$ cat config.mk
export PLATFORM = sky130hd
export DESIGN_NAME = irq_dispatch
export DESIGN_NICKNAME = d
export VERILOG_FILES = /design/src/irq_pkg.sv /design/src/irq_dispatch.sv
export SDC_FILE = /design/constraint.sdc
export NUM_CORES = 1
export LEC_CHECK = 0
export BUFFER_PORTS_ARGS = -buffer_cell sky130_fd_sc_hd__clkbuf_2
export CORE_UTILIZATION = 58
export DETAILED_ROUTE_END_ITERATION = 8
export PLACE_DENSITY = 0.84
export SLEW_MARGIN = 20
export SYNTH_ARGS = -nofsm -noshare
export SYNTH_HDL_FRONTEND = slang
export SYNTH_SLANG_ARGS = --single-unit
$ cat constraint.sdc
create_clock -name pclk -period 23.4 [get_ports pclk]
set_input_delay 1.17 -clock pclk [delete_from_list [all_inputs] [get_ports pclk]]
set_output_delay 1.17 -clock pclk [all_outputs]
set_load 0.02 [all_outputs]
$ cat src/irq_pkg.sv
// Purpose: Constants for the interrupt source and dispatch block
// Assumes: APB byte addresses, 32-bit words, registers in low bits (8 bits, priority registers 12 bits)
// Notes:   Twelve sources, four priority levels
package irq_pkg;
  localparam int          NUM_SRC       = 12;
  localparam int          SRC_W         = 4;
  localparam int          LVL_W         = 2;
  localparam logic [7:0]  ADDR_TIMER_AND_EXT_INT_CONTROL     = 8'h00;  // timer_and_ext_int_control
  localparam logic [7:0]  ADDR_IE       = 8'h04;  // main_int_mask
  localparam logic [7:0]  ADDR_WDOG_CONTROL    = 8'h08;  // wdog_control
  localparam logic [7:0]  ADDR_EIE      = 8'h0C;  // extended_int_mask
  localparam logic [7:0]  ADDR_PRIO_LO  = 8'h10;  // low priority bits, 12 sources
  localparam logic [7:0]  ADDR_PRIO_HI  = 8'h14;  // high priority bits, 12 sources
  localparam logic [7:0]  ADDR_FLAGS    = 8'h18;  // other source flags
  localparam logic [7:0]  ADDR_KEY      = 8'h1C;  // timed_access_key
  localparam logic [7:0]  ADDR_STATUS   = 8'h20;  // in-service levels, read only
  localparam logic [7:0]  KEY_FIRST     = 8'hAA;
  localparam logic [7:0]  KEY_SECOND    = 8'h55;
  localparam logic [7:0]  RESET_ZERO    = 8'h00;
  localparam logic [2:0]  KEY_WINDOW    = 3'h3;
  // Control register bit positions
  localparam int B_IE0 = 1;
  localparam int B_IT0 = 0;
  localparam int B_IE1 = 3;
  localparam int B_IT1 = 2;
  localparam int B_TF0 = 5;
  localparam int B_TF1 = 7;
  localparam int B_EA  = 7;
  localparam int B_WDOG_RUN = 7;
  localparam int B_WD1   = 5;
  localparam int B_WD0   = 4;
  localparam int B_WDOG_TIMEOUT_FLAG  = 3;
  localparam int B_WDOG_RESET_CAUSE_FLAG  = 2;
  localparam int B_WDOG_RESET_ENABLE = 1;
  localparam int B_WDOG_CLEAR_CMD = 0;
  localparam logic [7:0] WDOG_CONTROL_PROT = 8'hBB;  // Run, sel, flag, enable, clear
  // Source indices in arbitration order, index 0 ranked highest
  localparam int S_EX0 = 0;
  localparam int S_BO  = 1;
  localparam int S_WD  = 2;
  localparam int S_T0  = 3;
  localparam int S_TW  = 4;
  localparam int S_EX1 = 5;
  localparam int S_KB  = 6;
  localparam int S_CM1 = 7;
  localparam int S_T1  = 8;
  localparam int S_CM2 = 9;
  localparam int S_SER = 10;
  localparam int S_BRK = 11;
  // Flags register bit positions
  localparam int F_RX  = 0;
  localparam int F_TX  = 1;
  localparam int F_CM1 = 2;
  localparam int F_CM2 = 3;
  localparam int F_TW  = 4;
  localparam int F_BRK = 5;
  localparam int F_BO  = 6;
  localparam int F_KB  = 7;
  // Enable bit of each source: low three bits index into main mask, bit 4 selects extended
  localparam logic [4:0] EN_MAP [NUM_SRC] = '{5'h00, 5'h05, 5'h14, 5'h01, 5'h10, 5'h02,
                                              5'h11, 5'h12, 5'h03, 5'h13, 5'h04, 5'h15};
  localparam logic [15:0] VEC_MAP [NUM_SRC] = '{16'h0003, 16'h002B, 16'h0053, 16'h000B,
                                                16'h0033, 16'h0013, 16'h003B, 16'h0063,
                                                16'h001B, 16'h0043, 16'h0023, 16'h0073};
  typedef enum logic [1:0] {RC_EXT, RC_WDOG, RC_POR} reset_cause_e;
endpackage : irq_pkg

$ cat src/irq_dispatch.sv
// Purpose: Interrupt source collection, gating, priority resolution and call
// Assumes: mc_tick marks each machine cycle; inputs synchronous to pclk
// Notes:   Registers over APB; watchdog control under timed access
`timescale 1ns/1ps
`default_nettype none
module irq_dispatch
  import irq_pkg::*;
(
  input  wire logic        pclk,
  input  wire logic        presetn,
  input  wire logic [1:0]  reset_cause,
  input  wire logic        psel,
  input  wire logic        penable,
  input  wire logic        pwrite,
  input  wire logic [7:0]  paddr,
  input  wire logic [31:0] pwdata,
  output logic      [31:0] prdata,
  output logic             pready,
  output logic             pslverr,
  input  wire logic        mc_tick,
  input  wire logic        ext_request_pin_0,
  input  wire logic        ext_request_pin_1,
  input  wire logic        timer0_overflow,
  input  wire logic        timer1_overflow,
  input  wire logic        wdog_timeout,
  input  wire logic        rx_done,
  input  wire logic        tx_done,
  input  wire logic        comparator_toggle_1,
  input  wire logic        comparator_toggle_2,
  input  wire logic        two_wire_status_new,
  input  wire logic        brake_event,
  input  wire logic        brownout_event,
  input  wire logic        keyboard_event,
  input  wire logic        last_cycle,
  input  wire logic        insn_blocks_call,
  input  wire logic        return_from_isr,
  output logic             call_req,
  output logic      [15:0] call_vector,
  output logic             call_pushes_psw,
  output logic      [7:0]  wdog_control_out
);

  typedef struct packed {
    logic [7:0]         timer_and_ext_int_control;
    logic [7:0]         ie;
    logic [7:0]         wdog_control;
    logic [7:0]         extended_int_mask;
    logic [NUM_SRC-1:0] plo;
    logic [NUM_SRC-1:0] phi;
    logic [7:0]         flags;
    logic [1:0]         key_state;
    logic [2:0]         key_cnt;
    logic [1:0]         samp;
    logic [3:0]         in_svc;
    logic               call;
    logic [15:0]        vec;
    logic [31:0]        rdata;
    logic               cause_taken;
  } state_s;

  state_s q;
  state_s d;

  logic [NUM_SRC-1:0] req;
  logic [NUM_SRC-1:0] en;
  logic [LVL_W-1:0]   lvl [NUM_SRC];
  logic               wr;
  logic               rd;
  logic               unlocked;
  logic [7:0]         wb;
  logic               acc_wait;

  // Writes land only at the edge where pready is sampled high, never twice
  assign wr = psel && penable && pwrite && acc_wait;
  assign rd = psel && penable && !pwrite;
  assign wb = pwdata[7:0];
  assign unlocked = (q.key_state == 2'd2);

  // Raw requests in ranking order
  always_comb begin
    req = '0;
    req[S_EX0] = q.timer_and_ext_int_control[B_IE0];
    req[S_BO]  = q.flags[F_BO];
    req[S_WD]  = q.wdog_control[B_WDOG_TIMEOUT_FLAG];
    req[S_T0]  = q.timer_and_ext_int_control[B_TF0];
    req[S_TW]  = q.flags[F_TW];
    req[S_EX1] = q.timer_and_ext_int_control[B_IE1];
    req[S_KB]  = q.flags[F_KB];
    req[S_CM1] = q.flags[F_CM1];
    req[S_T1]  = q.timer_and_ext_int_control[B_TF1];
    req[S_CM2] = q.flags[F_CM2];
    req[S_SER] = q.flags[F_RX] | q.flags[F_TX];
    req[S_BRK] = q.flags[F_BRK];
  end

  genvar g;
  generate
    for (g = 0; g < NUM_SRC; g++) begin : g_src
      assign en[g]  = q.ie[B_EA] && (EN_MAP[g][4] ? q.extended_int_mask[EN_MAP[g][2:0]]
                                                  : q.ie[EN_MAP[g][2:0]]);
      assign lvl[g] = {q.phi[g], q.plo[g]};
    end
  endgenerate

  // Pick winner: highest level first, lowest index within a level
  logic               found;
  logic [SRC_W-1:0]   win;
  logic [LVL_W-1:0]   win_lvl;
  logic               preempt_ok;
  always_comb begin
    found   = 1'b0;
    win     = '0;
    win_lvl = '0;
    for (int i = 0; i < NUM_SRC; i++) begin
      if (req[i] && en[i] && (!found || lvl[i] > win_lvl)) begin
        found   = 1'b1;
        win     = SRC_W'(i);
        win_lvl = lvl[i];
      end
    end
    preempt_ok = 1'b1;
    for (int l = 0; l < 4; l++) begin
      if (q.in_svc[l] && l >= int'(win_lvl)) begin
        preempt_ok = 1'b0;
      end
    end
  end

  logic take;
  assign take = mc_tick && found && preempt_ok && last_cycle && !insn_blocks_call;

  logic [2:0] top_svc;
  always_comb begin
    top_svc = 3'd4;
    for (int l = 0; l < 4; l++) begin
      if (q.in_svc[l]) begin
        top_svc = 3'(l);
      end
    end
  end

  always_comb begin
    d = q;
    d.call = 1'b0;
    d.cause_taken = 1'b1;
    // Reset cause caught one clock after release, not under the async reset
    if (!q.cause_taken) begin
      if (reset_cause == 2'(RC_WDOG)) begin
        d.wdog_control[B_WDOG_RESET_CAUSE_FLAG] = 1'b1;
      end else if (reset_cause == 2'(RC_POR)) begin
        d.wdog_control[B_WDOG_RESET_CAUSE_FLAG] = 1'b0;
      end
    end
    // Timed access: two key writes open a short window
    if (q.key_cnt != 3'h0) begin
      d.key_cnt = q.key_cnt - 3'h1;
    end else if (q.key_state != 2'd0) begin
      d.key_state = 2'd0;
    end
    // Software writes come first so hardware events win over a clear
    if (wr) begin
      case (paddr)
        ADDR_TIMER_AND_EXT_INT_CONTROL:    d.timer_and_ext_int_control  = wb;
        ADDR_IE:      d.ie    = wb;
        ADDR_EIE:     d.extended_int_mask   = wb;
        ADDR_PRIO_LO: d.plo   = pwdata[NUM_SRC-1:0];
        ADDR_PRIO_HI: d.phi   = pwdata[NUM_SRC-1:0];
        ADDR_FLAGS:   d.flags = wb;
        ADDR_WDOG_CONTROL: begin
          d.wdog_control = (q.wdog_control & WDOG_CONTROL_PROT) | (wb & ~WDOG_CONTROL_PROT);
          if (unlocked) begin
            d.wdog_control = (wb & WDOG_CONTROL_PROT) | (d.wdog_control & ~WDOG_CONTROL_PROT);
          end
          d.key_state = 2'd0;
        end
        ADDR_KEY: begin
          if (wb == KEY_FIRST) begin
            d.key_state = 2'd1;
            d.key_cnt   = KEY_WINDOW;
          end else if (wb == KEY_SECOND && q.key_state == 2'd1) begin
            d.key_state = 2'd2;
            d.key_cnt   = KEY_WINDOW;
          end else begin
            d.key_state = 2'd0;
          end
        end
        default: ;
      endcase
    end
    // Machine-cycle sampling of external pins
    if (mc_tick) begin
      d.samp = {ext_request_pin_1, ext_request_pin_0};
      if (q.timer_and_ext_int_control[B_IT0]) begin
        if (q.samp[0] && !ext_request_pin_0) d.timer_and_ext_int_control[B_IE0] = 1'b1;
      end else begin
        d.timer_and_ext_int_control[B_IE0] = !ext_request_pin_0;
      end
      if (q.timer_and_ext_int_control[B_IT1]) begin
        if (q.samp[1] && !ext_request_pin_1) d.timer_and_ext_int_control[B_IE1] = 1'b1;
      end else begin
        d.timer_and_ext_int_control[B_IE1] = !ext_request_pin_1;
      end
    end
    if (take) begin
      d.call = 1'b1;
      d.vec  = VEC_MAP[win];
      d.in_svc[win_lvl] = 1'b1;
      if (win == SRC_W'(S_EX0) && q.timer_and_ext_int_control[B_IT0]) d.timer_and_ext_int_control[B_IE0] = 1'b0;
      if (win == SRC_W'(S_EX1) && q.timer_and_ext_int_control[B_IT1]) d.timer_and_ext_int_control[B_IE1] = 1'b0;
      if (win == SRC_W'(S_T0)) d.timer_and_ext_int_control[B_TF0] = 1'b0;
      if (win == SRC_W'(S_T1)) d.timer_and_ext_int_control[B_TF1] = 1'b0;
    end else if (return_from_isr && top_svc != 3'd4) begin
      d.in_svc[top_svc[1:0]] = 1'b0;
    end
    // Hardware set events, placed last so a set beats a same-cycle clear
    if (timer0_overflow)     d.timer_and_ext_int_control[B_TF0]  = 1'b1;
    if (timer1_overflow)     d.timer_and_ext_int_control[B_TF1]  = 1'b1;
    if (wdog_timeout)        d.wdog_control[B_WDOG_TIMEOUT_FLAG] = 1'b1;
    if (rx_done)             d.flags[F_RX]  = 1'b1;
    if (tx_done)             d.flags[F_TX]  = 1'b1;
    if (comparator_toggle_1) d.flags[F_CM1] = 1'b1;
    if (comparator_toggle_2) d.flags[F_CM2] = 1'b1;
    if (two_wire_status_new) d.flags[F_TW]  = 1'b1;
    if (brake_event)         d.flags[F_BRK] = 1'b1;
    if (brownout_event)      d.flags[F_BO]  = 1'b1;
    if (keyboard_event)      d.flags[F_KB]  = 1'b1;
    // Read data registered at the access phase
    d.rdata = '0;
    if (rd) begin
      case (paddr)
        ADDR_TIMER_AND_EXT_INT_CONTROL:    d.rdata = {24'h0, q.timer_and_ext_int_control};
        ADDR_IE:      d.rdata = {24'h0, q.ie};
        ADDR_WDOG_CONTROL:   d.rdata = {24'h0, q.wdog_control};
        ADDR_EIE:     d.rdata = {24'h0, q.extended_int_mask};
        ADDR_PRIO_LO: d.rdata = {20'h0, q.plo};
        ADDR_PRIO_HI: d.rdata = {20'h0, q.phi};
        ADDR_FLAGS:   d.rdata = {24'h0, q.flags};
        ADDR_KEY:     d.rdata = {30'h0, q.key_state};
        ADDR_STATUS:  d.rdata = {28'h0, q.in_svc};
        default:      d.rdata = '0;
      endcase
    end
  end

  // Async reset covers any reset: it clears the cause bit too, and only a watchdog cause sets it again after release
  always_ff @(posedge pclk or negedge presetn) begin
    if (!presetn) begin
      q <= '0;
    end else begin
      q <= d;
    end
  end

  // Reads answer one edge late, so the access phase waits one extra cycle
  always_ff @(posedge pclk or negedge presetn) begin
    if (!presetn) begin
      acc_wait <= 1'b0;
    end else begin
      acc_wait <= psel && penable && !acc_wait;
    end
  end

  logic bad_addr;
  always_comb begin
    case (paddr)
      ADDR_TIMER_AND_EXT_INT_CONTROL, ADDR_IE, ADDR_WDOG_CONTROL, ADDR_EIE, ADDR_PRIO_LO, ADDR_PRIO_HI,
      ADDR_FLAGS, ADDR_KEY, ADDR_STATUS: bad_addr = 1'b0;
      default:                           bad_addr = 1'b1;
    endcase
  end

  assign pready           = acc_wait;
  assign pslverr          = acc_wait && bad_addr;
  assign prdata           = q.rdata;
  assign call_req         = q.call;
  assign call_vector      = q.vec;
  assign call_pushes_psw  = 1'b0;
  assign wdog_control_out = q.wdog_control;

endmodule : irq_dispatch
`default_nettype wire

# Word level (Yosys, flattened, before mapping)
# Memory sizes are Yosys's and may differ from the RTL's.
# Index checks and enable logic that the tools add are counted.
dict set report totals {
  wordCells 294
  register_bits 126
  romBits 256
  output_inout_bits 60
  mem_count 1
}
dict set report op_classes {
  n_mux 100
  reduce_logical 122
  n_lt_le_gt_ge 19
  n_eq_ne 18
  add_sub_neg 1
  bitwise_logic 7
}
# name depth width rd rd_clocked_by_memory_dff wr line
set mem_list {}
lappend mem_list {{(no name shown)} 16 16 1 0 0 irq_dispatch.sv:206} ;# d.vec = VEC_MAP[win];
# cell n
set ops {}
lappend ops {{$pmux W12 S9} 1}
lappend ops {{$mux W69} 1}
lappend ops {{$logic_and A1 B1 Y1} 56}
lappend ops {{$mux W1} 48}
lappend ops {{$mux W4} 12}
lappend ops {{$mux W8} 6}
lappend ops {{$reduce_bool A2 Y1} 20}
lappend ops {{$mux W12} 3}
lappend ops {{$eq A8 B5 Y1 const B} 4}
lappend ops {{$mux W16} 2}
lappend ops {{$mux W2} 15}
lappend ops {{$reduce_and A2 Y1} 15}
lappend ops {{$gt A2 B2 Y1} 11}
lappend ops {{$mux W3} 7}
lappend ops {{$mux W17} 1}
lappend ops {{$eq A8 B4 Y1 const B} 2}
lappend ops {{$logic_not A1 Y1} 16}
lappend ops {{$or A8 B7 Y8} 2}
lappend ops {{$logic_or A1 B1 Y1} 11}
lappend ops {{$reduce_or A9 Y1} 1}
lappend ops {{$eq A8 B3 Y1 const B} 1}
lappend ops {{$eq A8 B6 Y1 const B} 1}
lappend ops {{$eq A8 B7 Y1 const B} 1}
lappend ops {{$eq A8 B8 Y1 const B} 1}
lappend ops {{23 further kinds} 29}

# Longest topological paths before layout
# Gate-level depths: netlist of run 1.
dict set report depth {
  word_depth 58
  mapped_depth 84
  depth_no_buf 79
}

# Worst setup path before layout of run 1
# OpenSTA, ideal clock, no wires.
dict set report synth_timing {
  kind {reg2reg}
  start {register q[116] in the netlist's numbering}
  end {register q[51] in the netlist's numbering}
  setup_time_ps 122
  path_buffers 4
  required_time_ps 23278
  arrival_time_ps 15208
  slack_ps 8070
  path_stages_with_launch 81
  path_cell_list {dfrtp_1 -> buf_2 -> inv_1 -> nor2_1 -> nand2_1 -> ha_1 -> nor2b_1 -> o21ai_0 -> o211a_1 -> nor2_1 -> ha_1 -> nor2b_1 -> o21ai_0 -> a21oi_1 -> a221oi_1 -> nor2_1 -> ha_1 -> nand2_1 -> [45 not listed] -> o21bai_1 -> nor2_1 -> a32oi_1 -> a21bo_2 -> ha_1 -> nand2_1 -> o21ai_0 -> o211ai_1 -> and2_1 -> clkbuf_1 -> nand4_1 -> o221ai_1 -> a21o_1 -> nor3_1 -> a311o_1 -> buf_6 -> or4_1 -> a32o_1}
}
dict set report synth_via {
  elab_chain_len 57
  word_cells_on_any_way 114
  cone_classes {16 x order compare; 31 x mux; 1 x bitwise; 66 x reduce/logical}
}
# item line
set synth_rtl {}
lappend synth_rtl {{from (decl)} irq_dispatch.sv:61} ;# state_s q;
lappend synth_rtl {{from (signal assigned)} irq_dispatch.sv:248} ;# q <= '0;
lappend synth_rtl {{from (signal assigned)} irq_dispatch.sv:250} ;# q <= d;
lappend synth_rtl {{$logic_and A1 B1 Y1} irq_dispatch.sv:99} ;# assign en[g] = q.ie[B_EA] && (EN_MAP[g][4] ? q.extended_int_mask[EN_MAP[g][2:0]]
lappend synth_rtl {{$logic_and A1 B1 Y1} irq_dispatch.sv:115} ;# if (req[i] && en[i] && (!found || lvl[i] > win_lvl)) begin
lappend synth_rtl {{$mux W2 or $mux W1 (tied branches)} irq_dispatch.sv:115}
lappend synth_rtl {{$gt A2 B2 Y1 or $logic_not A1 Y1 (tied branches)} irq_dispatch.sv:115}
lappend synth_rtl {{$logic_or A1 B1 Y1} irq_dispatch.sv:115}
lappend synth_rtl {{$logic_and A1 B1 Y1} irq_dispatch.sv:115}
lappend synth_rtl {{$mux W2 or $mux W1 (tied branches)} irq_dispatch.sv:115}
lappend synth_rtl {{$gt A2 B2 Y1 or $logic_not A1 Y1 (tied branches)} irq_dispatch.sv:115}
lappend synth_rtl {{[36 not listed]} n/a}
lappend synth_rtl {{$logic_or A1 B1 Y1} irq_dispatch.sv:115}
lappend synth_rtl {{$logic_and A1 B1 Y1} irq_dispatch.sv:115}
lappend synth_rtl {{$mux W2} irq_dispatch.sv:115}
lappend synth_rtl {{$ge A1 B2 Y1} irq_dispatch.sv:123} ;# if (q.in_svc[l] && l >= int'(win_lvl)) begin
lappend synth_rtl {{$logic_and A1 B1 Y1} irq_dispatch.sv:123}
lappend synth_rtl {{$mux W1 (4 in series)} irq_dispatch.sv:123}
lappend synth_rtl {{$logic_and A1 B1 Y1 (3 in series)} irq_dispatch.sv:130} ;# assign take = mc_tick && found && preempt_ok && last_cycle && !insn_blocks_call;
lappend synth_rtl {{$mux W4 or $reduce_bool A2 Y1 (tied branches)} n/a}
# Several ways; a longest one is shown, not always the timed one.
# A chain may end at the register's enable or synchronous reset.

==> results of run 1 <==
-- path summary, 6_finish.rpt --
kind | cells after the start | slack, ps | to | startpoint
hold / removal | 1 | 470 | pready | pready
setup reg to reg | 77 | 4920 | q[122] | q[116]
max in group asynchronous | 2 | 21560 | async pin | presetn
hold reg to reg | 1 | 470 | pready | pready
setup / recovery | 77 | 4920 | q[122] | q[116]
min in group asynchronous | 1 | 800 | lvl[0] | presetn
-- power breakdown --
| part | leakage (nW) | internal (mW) | switching (mW) |
|---|---|---|---|
| clock | 0.109 | 0.0612 | 0.0609 |
| sequential | 1.25 | 0.168 | 0.00314 |
| combinational | 1.79 | 0.0115 | 0.0212 |
-- worst max-delay path, delay by kind of cell, from the launching register on --
kind | cells | cell delay, ps
buffers and inverters | 2 | 400
AND/OR/NAND/NOR | 26 | 4220
adder cells (fa/ha/maj) | 13 | 3510
AO/OA/AOI/OAI | 32 | 8250
multiplexers | 4 | 1190
flip-flops | 1 | 770
-- cell usage after synthesis (3+ instances only) --
cell type  count
nand2b_1       6
nand3b_1      11
a21o_1         5
nor2b_1       10
clkbuf_1      14
nor2_1        40
or2_2          5
a211oi_1       5
buf_4         57
nor3_2         3
and3_1         3
mux2_2        57
ha_1          25
a21oi_1       20
a31oi_1       13
nor3_1        12
a22o_1         4
nand3_1       15
dfrtp_1       95
o31a_1         3
and2_1         8
o221ai_1       3
a211oi_2       3
nand2_1       61
o31ai_1        3
buf_2          3
a22oi_1       18
nand4_1       10
mux2i_1        8
nor4_1         4
o21ai_0       18
or3_1          4
o211ai_1       5
inv_1         27
a222oi_1      12
o21a_1         5
a211o_1        3
a221oi_1       3
-- state kept, by name, summed over array words and instances, names as in the netlist, named ones only --
name,flops
call_req,1
wdog_control_out,3
pready,1
lvl,24
q,44
prdata,12
call_vector,5
-- stage by stage --
step	utilization (%)	area (sq um)
3_3_place_gp	61.5	6320
5_1_grt	63.6	6540
6_report	63.6	6540
3_5_place_dp	61.5	6320
2_1_floorplan	-	6260
4_1_cts	63.6	6540
-- per-layer routing --
metal  vias up  share of wire (%)
met1      2502                 42
met2       291                 46
met3        44                8.3
met4         0                3.5
li1       2335                  -
met5         -                  0
-- cells in the final DEF (no fill, tap or decap), types with 11 or more instances in the layout --
cell type / Yosys / routed
dfrtp_1: 95 / 95
clkbuf_2: 0 / 71
nand2_1: 61 / 61
mux2_2: 57 / 57
nor2_1: 40 / 40
conb_1: 2 / 32
inv_1: 27 / 27
ha_1: 25 / 25
a21oi_1: 20 / 20
o21ai_0: 18 / 18
a22oi_1: 18 / 18
nand3_1: 15 / 15
a31oi_1: 13 / 13
nor3_1: 12 / 12
a222oi_1: 12 / 12
nand3b_1: 11 / 11
-- final cells by class --
type | count | area [sq um]
Clock inverter | 6 | 92.6
Fill cell | 837 | 3740
Tap cell | 136 | 170
Timing Repair Buffer | 77 | 400
Inverter | 27 | 101
Multi-Input combinational cell | 469 | 3270
Sequential cell | 95 | 2380
Clock buffer | 10 | 128
-- logic make-up (layout without fill, tap and decap cells) --
logic type               count (synthesis)  after routing  synth area share [%]
AO/OA/AOI/OAI                          144            144                  17.4
XOR/XNOR                                 1              1                 0.143
adder cells (fa/ha/maj)                 27             27                  5.42
buffers and inverters                  103            120                  9.96
flip-flops                              95             95                  38.7
multiplexers                            65             65                  11.7
other                                    2             32                 0.122
AND/OR/NAND/NOR                        200            200                  16.5
==> results.md, run 1 <==
- Hold_buf cts: 0
- Die width: 105 um
- Peak VDD IR: 0.0432 mV
- Antenna violations before repair: 0
- Slew Viols, Final: 0
- Synth cell types: a little under 70
- Top Ports: 124
- FFs w/ async S/R, synth: 100%
- Worst Setup Start Kind: flop
- Routed len/inst: 19.8 um
- Cts repair resizes: 0
- Least-Margin Pin Slew: 927 ps
- Synth Register Bits: 95
- Max-cap check violation count: 0
- Port Buffers: 72
- Total gr overflow: 0
- Placer Congestion: 0.963
- Crit-path slowest cell: dfrtp_1
- Yosys top cell by area: dfrtp_1
- Worst-path clk slew: 90 ps
- Critical path's largest stage delay: between 700 and 800 ps
- CTS tree: yes
- Share of cells above drive strength 1: 24.6%
- DRT antenna net count: 0
- Setup Skew: 17.1 ps
- Postcts setup bufs: 0
- CORE AREA: 10,300 sq um
- Post-synth EDFFs: 0
- TritonRoute pass-1 iters: 8
- Die area: ~11,000 sq um
- Power Density: 49.9 nW/um^2
- Max frequency: around 54 MHz
- Final nets: 768
- Most frequent CP cell: ha_1
- Final min period: between 15,000 and 20,000 ps
- Top cells by area, synth: dfrtp_1 39%, mux2_2 10%, buf_4 7.0%
- CP required: ~24,000 ps
- Hpwl dp: 12,100 um
- Via Count: 5,172
- Worst-Skew Late Latency: ~380 ps
- Area share of the largest cell type after synthesis: 38.7%
- Die Y: 105 um
- Dominant synthesized flop cell: dfrtp_1
- Hold Slack: about 470 ps
- Fin cells: 820
- Row count: 37
- Sink Count: 95
- Final setup viols: 0
- Syn_area_per_cell: between 9 and 10 sq um
- Final worst setup slack: around 5000 ps
- Clock root buffer: clkbuf_8
- Met3 Usage GRT: between 6 and 7%
- RSZ-0062 raised after global routing: no
- Setup TNS: 0 ps
- Post-Syn Area: approximately 6100 sq um
- DP Worst Slack: 5370 ps
- CTS Buf Count: 9
- GRT met2 Usage: 49.8%
- Critical path fanouts, max: 19
- Routed vias/inst: 6.31
- Crit path kind: reg -> reg
- Final Hold Viols: 0
- Warnings, synthesis: 0
- Mapped Cells: approximately 640
- GRT Util Overall: 30.7%
- Power Total: 0.326 mW
- Hold Path Class: reg -> reg
- Clock buffer depth: 2
- Largest net degree at the start of global routing: 50
- Synth-to-layout area growth: 6.39%
- Final wirelength: 16,200 um
- Global-route layer with the greatest usage: met2
- Status: finished clean
- Register area share after synthesis: 38.7%
- H-tree Lvls: 3
- Placed cells: approximately 800
- Crit path capture type: flop
- Met1 Use GR: 40.5%
- WP data arrival: roughly 19,000 ps
- Leakage: 3.15 nW
- Vias in the first global route: 5,027
- DRC Markers: 0
- Max-slew headroom: 37.7%
- First-pass GRT wire length: 26,000 um
- Ratio of final minimum period to clock period: roughly four fifths
- Initial core utilization: 59.8%
- Iter 0 DRT Violations: 489
- Antenna fix cells: 0
Note: power is estimated with default switching activity, not from simulation.
==> run 2: changes to the inputs <==
--- a/config.mk
+++ b/config.mk
@@ -6,9 +6,9 @@
 export NUM_CORES = 1
 export LEC_CHECK = 0
 export BUFFER_PORTS_ARGS = -buffer_cell sky130_fd_sc_hd__clkbuf_2
-export CORE_UTILIZATION = 58
+export CORE_UTILIZATION = 51
 export DETAILED_ROUTE_END_ITERATION = 8
-export PLACE_DENSITY = 0.84
+export PLACE_DENSITY = 0.78
 export SLEW_MARGIN = 20
 export SYNTH_ARGS = -nofsm -noshare
 export SYNTH_HDL_FRONTEND = slang
==> constraint.sdc (replaced) <==
create_clock -name pclk -period 16.3 [get_ports pclk]
set_input_delay 0.815 -clock pclk [delete_from_list [all_inputs] [get_ports pclk]]
set_output_delay 0.815 -clock pclk [all_outputs]
set_load 0.02 [all_outputs]
==> results.md, run 2 (synthesis results as in run 1) <==
- Die Y: roughly 110 um
- Largest net degree at the start of global routing: 52
- Hold Path Class: in -> async
- Least-Margin Pin Slew: just under 1000 ps
- Crit path capture type: flop
- Final nets: 802
- First-pass GRT wire length: 27,000 um
- Row count: 39
- Port Buffers: 72
- Antenna violations before repair: 0
- Peak VDD IR: 0.0542 mV
- Internal power: 0.382 mW
- Ratio of final minimum period to clock period: 95.2%
- Crit-path slowest cell: dfrtp_2
- Worst-Skew Late Latency: 350 ps
- Synth-to-layout area growth: 13.4%
- Max-slew headroom: a little over a third
- Power Density: 73.1 nW/um^2
- Comb pwr share: a little under a tenth
- Leakage: ~3.4 nW
- Reg-to-reg critical path endpoint: q[51]
- Setup Skew: roughly 12 ps
- CORE AREA: 11,600 sq um
- Critical path's largest stage delay: approximately 430 ps
- Biggest register: q
- Power Total: between 0.5 and 0.6 mW
- DRT antenna net count: 0
- Routed len/inst: around 20 um
- DP Worst Slack: 150 ps
- CP required: 16,530 ps
- Share of cells above drive strength 1: a little under a third
- Top Ports: 124
- Clock network fraction of total power: 42.6%
- Initial core utilization: between 50 and 60%
- Critical path fanouts, max: 8
- R2r setup slk: 790 ps
- Slew Viols, Final: 0
- Most frequent CP cell: ha_1
- Final min period: 15,510 ps
- Hpwl dp: roughly 13,000 um
- Net Sw Frac: 25.1%
- Iter 0 DRT Violations: 449
- WP data arrival: around 16,000 ps
- Crit path kind: reg -> reg
- H-tree Lvls: 3
- Worst reg2reg path depth: 78
- NetSw: 0.128 mW
- Reg2reg start: q[118]
- CTS tree: yes
- Max reg flops: 44
- Final wirelength: 17,000 um
- Total gr overflow: 0
- Via Count: between 5,000 and 6,000
- Routed vias/inst: 6.26
- Most frequent cells in the layout: 94 x dfrtp_1, 71 x clkbuf_2, 61 x nand2_1
- Die width: 112 um
- Die area: 12,500 sq um
- Placed cells: 838
- Antenna fix cells: 0
- Max frequency: between 60 and 70 MHz
- Final Hold Viols: 0
- CTS Buf Count: 9
- Status: finished with violations
- GRT Util Overall: 27.9%
- Commonest non-fill, non-tap cell in the layout: dfrtp_1
- Clock root buffer: clkbuf_16
- Sequential share of power: 48.2%
- Worst-path clk slew: 60 ps
- Fin cells: 860
- Sink Count: 95
- Failing checks: DRC
- TritonRoute pass-1 iters: 9
- Placer Congestion: 0.947
- Final worst setup slack: a little under 800 ps
- Vias in the first global route: 5,158
- Max-cap check violation count: 0
- Clock buffer depth: 2
- Final setup viols: 0
- Worst Setup Start Kind: flop
- DRC Markers: 11
## run 2: layer usage
layer | vias to the layer above | global-route usage (%) | share of wire [%]
met2 | 293 | 43.9 | 46
met3 | 55 | 5.88 | 8.8
li1 | 2417 | - | -
met5 | - | 0 | 0
met1 | 2617 | 37.0 | 42
met4 | 0 | 12.5 | 3.7
## run 2: cell type report
type,instances,area (sq um)
inverters,27,105
well taps,143,179
repair buffers,111,656
clock inverters,5,63.8
clock buffers,10,239
flip-flops and latches,95,2380
fillers,955,4590
multi-input cells,469,3350
## run 2: how the worst max path moves through the flow
stage           start  slack [ps]     end
4_1_cts        q[118]          30  q[122]
5_1_grt        q[118]        -110  q[122]
6_report       q[118]         790   q[51]
3_5_place_dp   q[118]         150  q[122]
2_1_floorplan  q[116]         970   q[51]
3_3_place_gp   q[118]         710  q[122]
## run 2: stage by stage
step           hold WS [ps]  setup TNS [ps]  util [%]  instance area [sq um]
2_1_floorplan           465               0         -                   6260
3_3_place_gp            448               0      56.5                   6530
4_1_cts                 470               0      59.1                   6830
6_report                455               0      60.3                   6970
5_1_grt                 504            -390      60.3                   6970
3_5_place_dp            461               0      56.5                   6530
## run 2: worst max-delay path, delay by kind of cell (launching register included)
kind | cells | cell delay, ps
DFF | 1 | 430
adders and majority gates | 13 | 3750
AOI/OAI and AO/OA | 30 | 5910
and+or+nand+nor | 28 | 4010
buffers and inverters | 4 | 490
muxes | 3 | 810
## run 2: power by group through the flow
stage / clock network [mW] / logic (mW) / registers (mW)
finish: 0.217 / 0.0466 / 0.246
global route: 0.229 / 0.0529 / 0.247
CTS: 0.218 / 0.0468 / 0.246
detailed placement: 0 / 0.0465 / 0.250
global placement: 0 / 0.0441 / 0.250
floorplan: 0 / 0.0353 / 0.249
## run 2: repair_timing
item / CTS / global route
setup buffers: 0 / 7
setup endpoints to repair: 0 / 14
resized for setup: 0 / 23
hold buffers: 0 / 0
==> run 3: changes to the inputs <==
--- a/config.mk
+++ b/config.mk
@@ -5,7 +5,7 @@
 export SDC_FILE = /design/constraint.sdc
 export NUM_CORES = 1
 export LEC_CHECK = 0
-export BUFFER_PORTS_ARGS = -buffer_cell sky130_fd_sc_hd__clkbuf_2
+export BUFFER_PORTS_ARGS = -buffer_cell sky130_fd_sc_hd__buf_4
 export CORE_UTILIZATION = 51
 export DETAILED_ROUTE_END_ITERATION = 8
 export PLACE_DENSITY = 0.78
==> results.md, run 3 (synthesis results as in run 1) <==
- Die width: 112 um
- Least-Margin Pin Slew: 907 ps
- Iter 0 DRT Violations: 584
- Final nets: 802
- Fin cells: 861
- Sink Count: 95
- Total gr overflow: 0
- Max frequency: 64.3 MHz
- H-tree Lvls: 3
- Max reg flops: between 40 and 50
- Routed vias/inst: 6.27
- Hold Path Class: in -> async
- Routed len/inst: 20.2 um
- Final setup viols: 0
- Setup Skew: 8.95 ps
- Top Metal Used: met4
- Register area: ~2400 sq um
- Commonest non-fill, non-tap cell in the layout: buf_4
- Met3 WL: between 1500 and 2000 um
- Clock buffer depth: 2
- CP required: 16,530 ps
- Crit path capture type: flop
- DRC Markers: 11
- Synth-to-layout area growth: 17.1%
- Antenna violations before repair: 0
- Largest net degree at the start of global routing: 79
- Most frequent cells in the layout: 110 x buf_4, 94 x dfrtp_1, 61 x nand2_1
- DRT antenna net count: 0
- Initial core utilization: 53.1%
- Row count: 39
- Final worst setup slack: 746 ps
- Fillers: 920
- Antenna fix cells: 0
- First-pass GRT wire length: around 27,000 um
- Max-slew headroom: 39.1%
- Ratio of final minimum period to clock period: 95.4%
- Die area: 12,500 sq um
- Hpwl dp: 12,500 um
- CTS tree: yes
- Share of cells above drive strength 1: 31.1%
- TritonRoute pass-1 iters: 8
- Crit-path slowest cell: a311o_2
- CTS Buf Count: 9
- Worst-path clk slew: 70 ps
- Final min period: approximately 16,000 ps
- Met1 WL: between 6000 and 7000 um
- Most frequent CP cell: ha_1
- Critical path fanouts, max: 7
- Vias in the first global route: about 5,200
- CORE AREA: 11,600 sq um
- Final Hold Viols: 0
- Failing checks: DRC
- Final wirelength: 17,400 um
- Hold Slack: approximately 320 ps
- WL met2: 8140 um
- Placer Congestion: 0.941
- GRT Util Overall: 28.2%
- Biggest register: q
- Peak VDD IR: 0.0519 mV
- Worst Setup Start Kind: flop
- Port Buffers: 72
- Status: finished with violations
- Worst-Skew Late Latency: 350 ps
- Max-cap check violation count: 0
- Top Ports: 124
- Die Y: 112 um
- Multi-input logic area: 3380 sq um
- Power Density: 71.9 nW/um^2
- Critical path's largest stage delay: 450 ps
- Clock root buffer: clkbuf_16
- Leakage: around 3.4 nW
- Hold_buf cts: 0
- DP Worst Slack: 76.6 ps
- Slew Viols, Final: 0
- Via Count: 5,398
- Placed cells: 837
- Crit path kind: reg -> reg
- WP data arrival: around 16,000 ps
-- run 3: worst max-delay path: cells and delay by family, from the launching register on --
family          cells  cell delay [ps]
compound gates     31             6200
fa+ha+maj          13             3800
buf+inv             2              260
flops               1              430
mux                 3              800
simple gates       27             3940
-- run 3: final timing paths --
path / from / end / slack [ps] / depth (start not counted)
min in group pclk: pready / pready / 500 / 1
setup / recovery: q[118] / q[51] / 750 / 76
max in group asynchronous: presetn / q[118] / 14950 / 3
setup reg to reg: q[118] / q[51] / 750 / 76
hold reg to reg: pready / pready / 500 / 1
hold / removal: presetn / q[58] / 320 / 1
-- run 3: layout make-up --
class                           instances  area share (%)
Timing Repair Buffer                  111            11.8
Clock inverter                          6            1.04
Inverter                               27            1.41
Multi-Input combinational cell        469            46.9
Clock buffer                           10            3.32
Sequential cell                        95            33.0
Tap cell                              143            2.49
-- run 3: per-layer routing --
layer  global-route usage, %  up-vias
li1                        -     2404
met1                    38.4     2617
met2                    44.1      333
met3                    4.52       44
met4                    13.2        0
met5                       0        -
-- run 3: power breakdown --
part	switching, mW	internal, mW
Clock	0.0961	0.125
Combinational	0.0301	0.0201
Sequential	0.00434	0.242
-- run 3: through the flow --
step	TNS (ps)	power (mW)	utilization (%)	area, sq um
global placement	0	0.297	57.9	6700
floorplan	0	0.284	-	6260
global route	-590	0.536	62.2	7200
finish	0	0.518	62.2	7200
detailed placement	0	0.299	57.9	6700
CTS	0	0.518	60.7	7010
-- run 3: repair_timing --
action / 4_1_cts / 5_1_grt
cloned: 0 / 0
pin swaps: 0 / 7
buffers inserted: 0 / 7
endpoints found under the setup margin: 1 / 14
gates resized for setup: 1 / 27
